<file path="config.mk">
export PLATFORM = sky130hd
export DESIGN_NAME = ltss_top
export DESIGN_NICKNAME = d
export VERILOG_FILES = /design/src/ltss_pkg.sv /design/src/ltss_top.sv
export SDC_FILE = /design/constraint.sdc
export NUM_CORES = 1
export LEC_CHECK = 0
export BUFFER_PORTS_ARGS = -buffer_cell sky130_fd_sc_hd__buf_4
export CAP_MARGIN = 20
export CORE_MARGIN = 10
export CORE_UTILIZATION = 39
export CTS_CLUSTER_DIAMETER = 100
export CTS_CLUSTER_SIZE = 40
export DETAILED_ROUTE_END_ITERATION = 12
export GPL_ROUTABILITY_DRIVEN = 0
export HOLD_SLACK_MARGIN = 0.12
export PLACE_DENSITY = 0.62
export RECOVER_POWER = 25
export SYNTH_ARGS = -nofsm -noshare
export SYNTH_HDL_FRONTEND = slang
export SYNTH_SLANG_ARGS = --single-unit
</file>
<file path="constraint.sdc">
create_clock -name core_clk_i -period 1.7 [get_ports core_clk_i]
set_clock_uncertainty 0.1 [all_clocks]
set_input_delay 0.425 -clock core_clk_i [delete_from_list [all_inputs] [get_ports core_clk_i]]
set_output_delay 0.425 -clock core_clk_i [all_outputs]
set_load 0.02 [all_outputs]
</file>
<file path="src/ltss_pkg.sv">
`default_nettype none

package ltss_pkg;

    // Core clock rate and the reference measurement cycle.
    localparam int unsigned CLK_HZ          = 10_000_000;
    localparam int unsigned SCAN_PERIOD_MS  = 100;
    localparam int unsigned SCAN_PERIOD_CYC = (CLK_HZ / 1000) * SCAN_PERIOD_MS;

    // Interval timer width and its reset period value.
    localparam int unsigned TMR_W         = 12;
    localparam logic [11:0] TMR_PERIOD_RST = 12'hFFF;

    // Least settle time, in base-clock cycles, between suspend release and start.
    localparam int unsigned SUSP_SETTLE_CYC = 64;

    // Number of touch channels in one scan and cycles spent on each.
    localparam int unsigned CHAN_N   = 8;
    localparam int unsigned CHAN_CYC = 16;

    // Touch unit states, one-hot.
    typedef enum logic [3:0] {
        LTSS_ST_SUSPEND = 4'h1,
        LTSS_ST_WAIT    = 4'h2,
        LTSS_ST_SCAN    = 4'h4,
        LTSS_ST_DONE    = 4'h8
    } ltss_state_type;

endpackage

`default_nettype wire

</file>
<file path="src/ltss_top.sv">
// How it works
// - A 12-bit interval timer holds a programmed period and counts continuously once started.
// - The timer raises one tick pulse per period, which spaces the touch scans.
// - With software start selected and suspend enabled the touch unit parks in suspend.
// - The tick pulse is also the wake request that brings the processor out of stop.
// - The host does the start procedure and the unit then leaves suspend and scans on trigger.
// - The done pulse comes only after every configured channel has been measured.
// - After reporting completion the unit waits for the next start.
// - Writing the suspend enable bit 1 enables suspend and writing 0 disables it.
`timescale 1ns/100ps
`default_nettype none

module ltss_top #(
    parameter int unsigned CHANS    = ltss_pkg::CHAN_N,
    parameter int unsigned CHAN_CYC = ltss_pkg::CHAN_CYC
) (
    input  wire logic        core_clk_i,
    input  wire logic        rst_n_i,
    input  wire logic        tmr_start_i,
    input  wire logic [11:0] tmr_period_i,
    input  wire logic        sw_trig_sel_i,
    input  wire logic        suspend_enable_bit_i,
    input  wire logic        scan_start_i,
    output logic             interval_tick_irq_o,
    output logic             cpu_wake_o,
    output logic             scan_done_irq_o,
    output logic             suspended_o,
    output logic             waiting_o,
    output logic             scanning_o,
    output logic [7:0]       chan_idx_o
);

    ////////////////////////////////////////////////////////////////////////////
    logic rst_meta_q;
    logic rst_sync_q;
    logic rst_n;

    always_ff @(posedge core_clk_i or negedge rst_n_i) begin
        if (!rst_n_i) begin
            rst_meta_q <= 1'b0;
            rst_sync_q <= 1'b0;
        end else begin
            rst_meta_q <= 1'b1;
            rst_sync_q <= rst_meta_q;
        end
    end

    assign rst_n = rst_sync_q;

    ////////////////////////////////////////////////////////////////////////////
    logic        run_q;
    logic [11:0] cnt_q;
    logic        tick_q;
    wire         cnt_wrap = (cnt_q >= tmr_period_i);

    always_ff @(posedge core_clk_i or negedge rst_n) begin
        if (!rst_n) begin
            run_q  <= 1'b0;
            cnt_q  <= 12'h000;
            tick_q <= 1'b0;
        end else begin
            if (tmr_start_i) begin
                run_q <= 1'b1;
            end
            if (run_q) begin
                cnt_q <= cnt_wrap ? 12'h000 : cnt_q + 12'h001;
            end
            tick_q <= run_q && cnt_wrap;
        end
    end

    assign interval_tick_irq_o = tick_q;
    assign cpu_wake_o = tick_q;

    ////////////////////////////////////////////////////////////////////////////
    ltss_pkg::ltss_state_type st_q;
    ltss_pkg::ltss_state_type st_d;
    logic [7:0]  ch_q;
    logic [15:0] dwell_q;
    logic        done_q;

    wire dwell_end = (dwell_q == 16'(CHAN_CYC - 1));
    wire last_ch   = (ch_q == 8'(CHANS - 1));
    wire susp_req  = sw_trig_sel_i && suspend_enable_bit_i;
    wire start_ok  = scan_start_i && !suspend_enable_bit_i;

    always_comb begin
        st_d = st_q;
        case (st_q)
            ltss_pkg::LTSS_ST_SUSPEND: begin
                if (!suspend_enable_bit_i) begin
                    st_d = ltss_pkg::LTSS_ST_WAIT;
                end
            end
            ltss_pkg::LTSS_ST_WAIT: begin
                if (susp_req) begin
                    st_d = ltss_pkg::LTSS_ST_SUSPEND;
                end else if (start_ok) begin
                    st_d = ltss_pkg::LTSS_ST_SCAN;
                end
            end
            ltss_pkg::LTSS_ST_SCAN: begin
                if (dwell_end && last_ch) begin
                    st_d = ltss_pkg::LTSS_ST_DONE;
                end
            end
            ltss_pkg::LTSS_ST_DONE: begin
                st_d = ltss_pkg::LTSS_ST_WAIT;
            end
            default: st_d = ltss_pkg::LTSS_ST_WAIT;
        endcase
    end

    always_ff @(posedge core_clk_i or negedge rst_n) begin
        if (!rst_n) begin
            st_q    <= ltss_pkg::LTSS_ST_WAIT;
            ch_q    <= 8'h00;
            dwell_q <= 16'h0000;
            done_q  <= 1'b0;
        end else begin
            st_q <= st_d;
            if (st_q == ltss_pkg::LTSS_ST_SCAN) begin
                dwell_q <= dwell_end ? 16'h0000 : dwell_q + 16'h0001;
                if (dwell_end) begin
                    ch_q <= ch_q + 8'h01;
                end
            end else begin
                dwell_q <= 16'h0000;
                ch_q    <= 8'h00;
            end
            done_q <= (st_d == ltss_pkg::LTSS_ST_DONE) && (st_q == ltss_pkg::LTSS_ST_SCAN);
        end
    end

    assign scan_done_irq_o = done_q;
    assign suspended_o     = (st_q == ltss_pkg::LTSS_ST_SUSPEND);
    assign waiting_o       = (st_q == ltss_pkg::LTSS_ST_WAIT);
    assign scanning_o      = (st_q == ltss_pkg::LTSS_ST_SCAN);
    assign chan_idx_o      = ch_q;

    ////////////////////////////////////////////////////////////////////////////
    property p_tick_period;
        @(posedge core_clk_i) disable iff (!rst_n)
        run_q && !cnt_wrap |=> cnt_q == $past(cnt_q) + 12'h001;
    endproperty
    a_tick_period: assert property (p_tick_period) else $error("timer stalled");

    property p_tick_on_wrap;
        @(posedge core_clk_i) disable iff (!rst_n)
        run_q && cnt_wrap |=> interval_tick_irq_o && cnt_q == 12'h000;
    endproperty
    a_tick_on_wrap: assert property (p_tick_on_wrap) else $error("no tick at wrap");

    property p_tick_pulse;
        @(posedge core_clk_i) disable iff (!rst_n)
        interval_tick_irq_o && tmr_period_i != 12'h000 |=> !interval_tick_irq_o;
    endproperty
    a_tick_pulse: assert property (p_tick_pulse) else $error("tick too long");

    property p_wake;
        @(posedge core_clk_i) disable iff (!rst_n)
        interval_tick_irq_o == cpu_wake_o;
    endproperty
    a_wake: assert property (p_wake) else $error("wake not tied to tick");

    property p_enter_susp;
        @(posedge core_clk_i) disable iff (!rst_n)
        waiting_o && sw_trig_sel_i && suspend_enable_bit_i |=> suspended_o;
    endproperty
    a_enter_susp: assert property (p_enter_susp) else $error("suspend not entered");

    property p_leave_susp;
        @(posedge core_clk_i) disable iff (!rst_n)
        suspended_o && !suspend_enable_bit_i |=> waiting_o;
    endproperty
    a_leave_susp: assert property (p_leave_susp) else $error("suspend not released");

    property p_done_after_all;
        @(posedge core_clk_i) disable iff (!rst_n)
        scan_done_irq_o |-> $past(scanning_o) && $past(chan_idx_o) == 8'(CHANS - 1);
    endproperty
    a_done_after_all: assert property (p_done_after_all) else $error("early done");

    // The done pulse is shown from the done state, so waiting follows one cycle later.
    property p_idle_after;
        @(posedge core_clk_i) disable iff (!rst_n)
        scan_done_irq_o |=> waiting_o;
    endproperty
    a_idle_after: assert property (p_idle_after) else $error("no wait after done");

    property p_ignore_start;
        @(posedge core_clk_i) disable iff (!rst_n)
        (!waiting_o || suspend_enable_bit_i) && !scanning_o |=> !scanning_o;
    endproperty
    a_ignore_start: assert property (p_ignore_start) else $error("bad scan start");

    property p_done_once;
        @(posedge core_clk_i) disable iff (!rst_n)
        scan_done_irq_o |=> !scan_done_irq_o [*2];
    endproperty
    a_done_once: assert property (p_done_once) else $error("done repeated");

    c_tick: cover property (@(posedge core_clk_i) disable iff (!rst_n) interval_tick_irq_o);
    c_susp: cover property (@(posedge core_clk_i) disable iff (!rst_n) suspended_o ##1 waiting_o);
    c_scan: cover property (@(posedge core_clk_i) disable iff (!rst_n) scan_done_irq_o);
    c_refused: cover property (@(posedge core_clk_i) disable iff (!rst_n)
        waiting_o && scan_start_i && suspend_enable_bit_i);

endmodule // ltss_top

`default_nettype wire

</file>
## Word level (Yosys, flattened, before mapping)

Index checks and enable logic that the tools add are counted.

| storage, ports and cells | value |
|---|---|
| bits in registers | 45 |
| bits of input ports | 18 |
| output and inout bits | 14 |
| logic and storage cells | 36 |

| cells by class | value |
|---|---|
| add/sub/neg operators | 3 |
| $lt $le $gt $ge | 1 |
| equal/unequal tests | 7 |
| multiplexer cells | 10 |
| reductions and logical operators | 6 |

Operator list:

| cell | number |
|---|---|
| two-way mux 16 bit | 2 |
| adder 16 x 1 -> 16 bit (second input constant) | 1 |
| == test 16 x 4 -> 1 bit (second input constant) | 1 |
| two-way mux 4 bit | 4 |
| two-way mux 8 bit | 2 |
| adder 12 x 1 -> 12 bit (second input constant) | 1 |
| greater-or-equal comparator 12 bit | 1 |
| two-way mux 12 bit | 1 |
| case mux 4 bit (3 select lines) | 1 |
| adder 8 x 1 -> 8 bit (second input constant) | 1 |
| == test 8 x 3 -> 1 bit (second input constant) | 1 |
| logical AND 1 bit | 5 |
| == test 4 x 1 -> 1 bit (second input constant) | 1 |
| == test 4 x 2 -> 1 bit (second input constant) | 1 |
| == test 4 x 3 -> 1 bit (second input constant) | 1 |
| == test 4 bit (second input constant) | 1 |
| inequality test 2 x 1 -> 1 bit (second input constant) | 1 |
| zero test 1 bit | 1 |

## Logic depth before layout (Yosys ltp)

Gate-level depths: netlist of the first run.

| logic depth | value |
|---|---|
| word-level depth | 7 |
| mapped depth | 8 |
| depth with buffers taken out | 7 |

## Worst setup path before layout of the first run

No wires, ideal clock.

| timing path | value |
|---|---|
| path kind | flip-flop to flip-flop |
| start | reg st_q[3] |
| end | reg st_q[1] |
| library setup time | 0.084 ns |
| arrival time | 1.725 ns |
| data required time | 1.516 ns |
| path slack | -0.209 ns |
| stages on the path, launching flop included | 4 |
| buffers on the path | 0 |
| clock period less this slack | 1.909 ns |
| cell sequence | dfrtp_1 -> nor4b_1 -> o32a_1 -> o21ai_0 |

| between the ends | value |
|---|---|
| word-level cells in the longest chain between the ends | 2 |
| elaborated cells between the ends (all ways) | 4 |
| classes of those cells | eq/ne (3); mux (1) |

RTL lines:

| item | RTL line | source |
|---|---|---|
| start, declared | ltss_top.sv:76 | `ltss_pkg::ltss_state_type st_q;` |
| start signal, assigned | ltss_top.sv:116 | `st_q <= ltss_pkg::LTSS_ST_WAIT;` |
| start signal, assigned | ltss_top.sv:121 | `st_q <= st_d;` |
| == test 4 x 1 -> 1 bit | -- |  |
| named net suspended_o | ltss_top.sv:27 | `output logic suspended_o,` |
| case mux 4 bit (3 select lines) | ltss_top.sv:89 | `case (st_q)` |
| named net st_d[1] | ltss_top.sv:77 | `ltss_pkg::ltss_state_type st_d;` |

The timed path passes the listed nets, and every way through them passes these cells.
A chain may end at the register's enable or synchronous reset.

## Worst setup path in the final report of the first run

| timing path | value |
|---|---|
| start | reg st_q[1] |
| end | out scanning_o |

| between the ends | value |
|---|---|
| word-level cells in the longest chain between the ends | 1 |

RTL lines:

| item | RTL line | source |
|---|---|---|
| == test 4 x 3 -> 1 bit | ltss_top.sv:138 | `assign scanning_o = (st_q == ltss_pkg::LTSS_ST_SCAN);` |
| end, declared | ltss_top.sv:29 | `output logic scanning_o,` |

Every way passes these cells.

==> results of run 1 <==
-- flip-flops by register name, indices dropped and copies added (netlist names) --
name,flops
chan_idx_o,8
cnt_q,12
cpu_wake_o,1
dwell_q,16
rst_meta_q,1
rst_n,1
run_q,1
scan_done_irq_o,1
st_q,4
-- area by class of cell --
type                       count  area, um^2
fill                         467        2260
clock inverter                 1        7.51
tap                           75        93.8
inverter                      22        85.1
sequential                    45        1130
clock buffer                   7        86.3
timing repair buffer          89         742
multi-input combinational    183        1590
-- per-stage QoR --
| stage | hold WS (ns) | power [uW] | util |
|---|---|---|---|
| after CTS | 0.179 | 3300 | 0.576 |
| after floorplan | 0.0294 | 1940 | - |
| after global placement | 0.0330 | 2430 | 0.532 |
| after global routing | 0.184 | 3640 | 0.623 |
| final | 0.160 | 3420 | 0.623 |
| after detailed placement | 0.0347 | 2460 | 0.532 |
-- power by group --
group | internal [uW] | switching [uW] | total, uW
Combinational | 740 | 686 | 1430
Clock | 331 | 367 | 697
Sequential | 1210 | 89.3 | 1300
Total | 2280 | 1140 | 3420
-- Yosys cell counts (all sizes together) --
cell type and n:
and2 1, nor2b 1, ha 15, nor4 9, or3 4, o22ai 2
nor3b 1, o21ai 10, conb 1, clkbuf 4, inv 22, a31oi 1
xnor2 12, and3 7, nand2b 2, o211ai 1, o221ai 2, nand4 11
or2 1, mux2i 1, dfstp 1, o32a 1, or4b 1, xor2 13
nand3 15, buf 3, dfrtp 44, nor4b 2, a21oi 16, nor3 6
nand2 19, nor2 28
-- routing by layer --
| layer | up-vias | global-route usage | wire length [um] |
|---|---|---|---|
| met1 | 1023 | 0.142 | 2550 |
| met4 | 0 | 0.0430 | 83 |
| met5 | - | 0 | 0 |
| met2 | 24 | 0.190 | 3070 |
| met3 | 9 | 0.0249 | 143 |
| li1 | 1066 | - | - |
-- critical path, delay by kind of cell, from the launching register on --
kind,cells,cell delay [ns]
DFF,1,0.39
and+or+nand+nor,1,0.56
buffers and inverters,2,0.19
-- kinds of logic (layout without fill, tap and decap cells) --
| group | count (synthesis) | after routing | synth area share |
|---|---|---|---|
| xor+xnor | 25 | 25 | 0.0895 |
| other cells | 1 | 1 | 0.00153 |
| mux | 1 | 1 | 0.00409 |
| simple gates | 108 | 108 | 0.243 |
| fa+ha+maj | 15 | 15 | 0.0767 |
| compound gates | 33 | 33 | 0.0752 |
| flops | 45 | 45 | 0.461 |
| buf+inv | 29 | 119 | 0.0496 |
-- worst paths after layout --
kind / from / slack [ns] / depth (start not counted) / endpoint
min in group core_clk_i: suspend_enable_bit_i / 0.20 / 2 / st_q[1]
max in group asynchronous: rst_n / 0.51 / 1 / dwell_q[12]
worst min-delay path: rst_n / 0.16 / 0 / st_q[1]
worst max-delay path: st_q[1] / -0.26 / 3 / scanning_o
worst max register to register: dwell_q[5] / -0.04 / 5 / dwell_q[9]
worst min register to register: rst_n / 0.16 / 0 / st_q[1]
-- timing repair --
action / CTS / global route
endpoints found under the setup margin: 24 / 41
pin swaps: 8 / 30
resized for setup: 21 / 62
endpoints found under the hold margin: 10 / 0
hold buffers: 2 / 0
setup buffers: 4 / 3
gates cloned: 1 / 0
==> results.cfg, run 1 <==
[die]
die_w_um = 99.2
die_area_um2 = 9840
row_count = 28
core-area_um2 = 5990
io_pins = 32
die_y_um = 99.2
start_util = 0.409

[finish]
area_growth_syn_to_layout_pct = 52.6
drive_gt1_frac = 0.458
layout.nets = 379
layout.cells.non_filler = 422
final_common_cell = buf_4
final_cell_area_um2 = 3730
n_antenna_cell = 0
final_cell_mix = buf_4 (74), dfrtp_1 (44), inv_1 (20), nand2_1 (17), nand3_1 (15)

[synthesis]
ys.warnings.count = 0
syn_nets = 290
yosysTopAreaCellShare = 0.450
synth_area_leaders = dfrtp_1 (45%), ha_1 (7.7%), xor2_1 (4.7%)
ys_seq_area_frac = 0.461
synth_cells = 257
syn_area_per_cell_um2 = 9.52
synth_area_um2 = 2450
synth_top_cell_by_area = dfrtp_1
synth_cell_types = 39
ys_ff_latch = 45

[clock_tree]
clockBufferDepth = 2
clock-sinks = 45
clkTransAtPathRegs_ns = 0.09
root_buffer = clkbuf_8
cts-buffers-inserted = 5
cts_tree = yes
clk_latency_ns = 0.30
htreeDepth = 2

[timing]
hold_viol_final = 0
worst_pin_slew_ns = 0.845
finalSetupViolCount = 5
setup_tns_ns = -0.623
post-route-period-util = 1.15
worst_slack_ns = -0.262
drv_slew = 0
fmax_mhz = 510
maxSlewHeadroom = 0.437
rsz0062_at_grt = yes
fin_crit_ns = 1.96

[drt]
wl_mm = 5.85
dr.pass1.iters = 4
drc = 0
drt_iter0_markers = 63
vias = 2122
wire_per_inst_um = 13.9
vias_per_cell = 5.03
antenna_left = 0

[placed_design]
dpl_cell_area_um2 = 3190
dp_slack_ns = -0.154
portBuffers = 31
dp_cells = 406
hpwl_mm = 3.99

[critical_path]
cp-end-kind = primary output
crit_type = flop to primary output
cp_max_fo = 2
crit_required_ns = 1.17
critPathSlowestCell = or4b_4
crit_chain = or4b_4 > inv_4 > buf_6
cp-start-kind = flop
cp.arrival_ns = 1.44
critPathMaxStageDelay_ns = 0.56

[global_routing]
grt_pass1_wl_mm = 9.56
grt_pass1_vias = 2076
antenna_found_initial = 0
grt.total_usage = 0.115
grt_overflow = 0
grt_start_max_net_pins = 35

[job]
drv_cap = 0

[power]
leakage_uw = 0.00168
ir_drop_mv = 0.632
powerDensity_nw_per_um2 = 915

[run_status]
status = finished, violations left
violations = negative setup slack

[hold_path]
hold_class = flop to async pin
Note: power is estimated with default switching activity, not from simulation.
==> run 2, diff against run 1 <==
Settings changed: ABC_AREA set to 1, PLACE_DENSITY 0.62 to 0.61.
==> run 2 against run 1 <==
Compared with the run above:
- the flow still finishes with violations (negative setup slack)
- sequential share of layout area increased by 2.7 points
- via count grew 13%
- count of clock-buffer cells in the layout did not move
- critical path type unchanged
- largest cell class unchanged
==> results.cfg, run 2 <==
[placed_design]
portBuffers = 31
hpwl_mm = 4.42

[critical_path]
cp-start-kind = flop
cp-end-kind = primary output
crit_type = flop to primary output
worstReg2RegEnd = cnt_q[9]
crit_required_ns = 1.17
cp.arrival_ns = 1.25
r2r_slack_ns = 0.03
cp_max_fo = 2
r2r-start = cnt_q[8]
reg2reg_depth = 9

[synthesis]
yosysTopAreaCellShare = 0.397
synthArstFlopShare = 1.00
ys.flop_type = dfrtp_1
ys.warnings.count = 0
synth_top_cell_by_area = dfrtp_1
syn_area_per_cell_um2 = 7.67
synth_cell_types = 36
synth_area_um2 = 2770
yosys-top-cells-count = nand2_1 (83), inv_1 (52), nor2_1 (52), dfrtp_1 (44), nand3_1 (29)
ys_seq_area_frac = 0.407
syn_nets = 394
yosys.cell_count.top_type = nand2_1
synth_edf_count = 0
ys_ff_latch = 45
synth_area_leaders = dfrtp_1 (40%), nand2_1 (11%), inv_1 (7.0%)
synth_cells = 361

[timing]
worst_slack_ns = -0.0738
drv_slew = 0
fin_crit_ns = 1.77
finalSetupViolCount = 2
hold_viol_final = 0
fmax_mhz = 564
worst_pin_slew_ns = 0.686
setup_tns_ns = -0.134
rsz0062_at_grt = yes
holdWs_ns = 0.154
post-route-period-util = 1.04
maxSlewHeadroom = 0.543

[finish]
n_antenna_cell = 0
largest_reg_flops = 16
area_growth_syn_to_layout_pct = 23.8
drive_gt1_frac = 0.246
final_common_cell = nand2_1
final_cell_mix = nand2_1 (83), inv_1 (49), dfrtp_1 (44), buf_4 (44), nor2_1 (41)
largest_register = dwell_q
layout.nets = 450

[die]
die_y_um = 104
die_area_um2 = 10900
io_pins = 32
row_count = 30
core-area_um2 = 6830
start_util = 0.405
die_w_um = 104

[drt]
antenna_left = 0
drc = 0
vias = 2391
wl_mm = 5.72
drt_iter0_markers = 82
dr.pass1.iters = 4
wire_per_inst_um = 11.1
vias_per_cell = 4.65

[clock_tree]
clk_latency_ns = 0.30
clock-sinks = 45
clkTransAtPathRegs_ns = 0.08
cts-buffers-inserted = 5
cts_tree = yes
clockBufferDepth = 2
htreeDepth = 2
root_buffer = clkbuf_8

[global_routing]
grt.total_usage = 0.108
grt_pass1_wl_mm = 10.2
grt_pass1_vias = 2338
grt_overflow = 0
grt_start_max_net_pins = 28
antenna_found_initial = 0

[power]
leakage_uw = 0.00174
powerDensity_nw_per_um2 = 935
finalPower_uw = 3210
ir_drop_mv = 0.407

[run_status]
status = finished, violations left
violations = negative setup slack

[hold_path]
hold_class = flop to async pin

[job]
drv_cap = 0
## run 2: timing repair
item,in CTS,in global routing
gates cloned,0,0
endpoints found under the hold margin,7,0
resized for setup,4,18
pin swaps,2,7
setup buffers,6,4
endpoints found under the setup margin,13,20
hold buffers,3,0
## run 2: worst max-delay path by stage
stage	endpoint	from	cells after the start
after global placement	cnt_q[2]	tmr_period_i[11]	11
final	waiting_o	st_q[1]	4
after floorplan	cnt_q[3]	tmr_period_i[11]	10
after CTS	scanning_o	st_q[1]	4
after detailed placement	cnt_q[11]	tmr_period_i[11]	11
after global routing	waiting_o	st_q[1]	4
## run 2: cells by family after synthesis
logic type,Yosys count,synth area share
buf+inv,64,0.0976
flops,45,0.407
other cells,1,0.00135
xor+xnor,14,0.0443
fa+ha+maj,15,0.0678
compound gates,16,0.0366
simple gates,206,0.346
## run 2: routing by layer
layer / track usage / routed length [um] / vias to the layer above
met5: 0 / 0 / -
met4: 0.0308 / 64 / 0
met3: 0.0254 / 237 / 7
met2: 0.190 / 2870 / 43
met1: 0.126 / 2550 / 1094
li1: - / - / 1247
## run 2: where the power goes
| part | switching, uW | internal [uW] |
|---|---|---|
| sequential | 129 | 1220 |
| clock | 348 | 330 |
| combinational | 606 | 573 |
| total | 1080 | 2120 |
## run 2: metrics by stage
| stage | instance area, um^2 | utilization | instances | setup slack, ns |
|---|---|---|---|---|
| 2_1_floorplan | 2770 | - | 361 | 0.0124 |
| 3_3_place_gp | 3180 | 0.466 | 493 | -0.118 |
| 3_5_place_dp | 3180 | 0.466 | 493 | -0.160 |
| 4_1_cts | 3360 | 0.492 | 510 | -0.122 |
| 5_1_grt | 3430 | 0.502 | 514 | -0.153 |
| 6_report | 3430 | 0.502 | 514 | -0.0738 |
## run 2: final cells by class
class	instances	area, um^2
multi-input cells	252	1420
clock buffers	7	86.3
repair buffers	55	453
well taps	96	120
flip-flops and latches	45	1130
fillers	697	3400
clock inverters	1	7.51
inverters	58	219
## run 2: critical path, cell delays in order, from the launching register on
cell and delay [ns]:
dfstp_2 0.55, buf_6 0.09, nand4_1 0.12, inv_2 0.09, buf_6 0.11
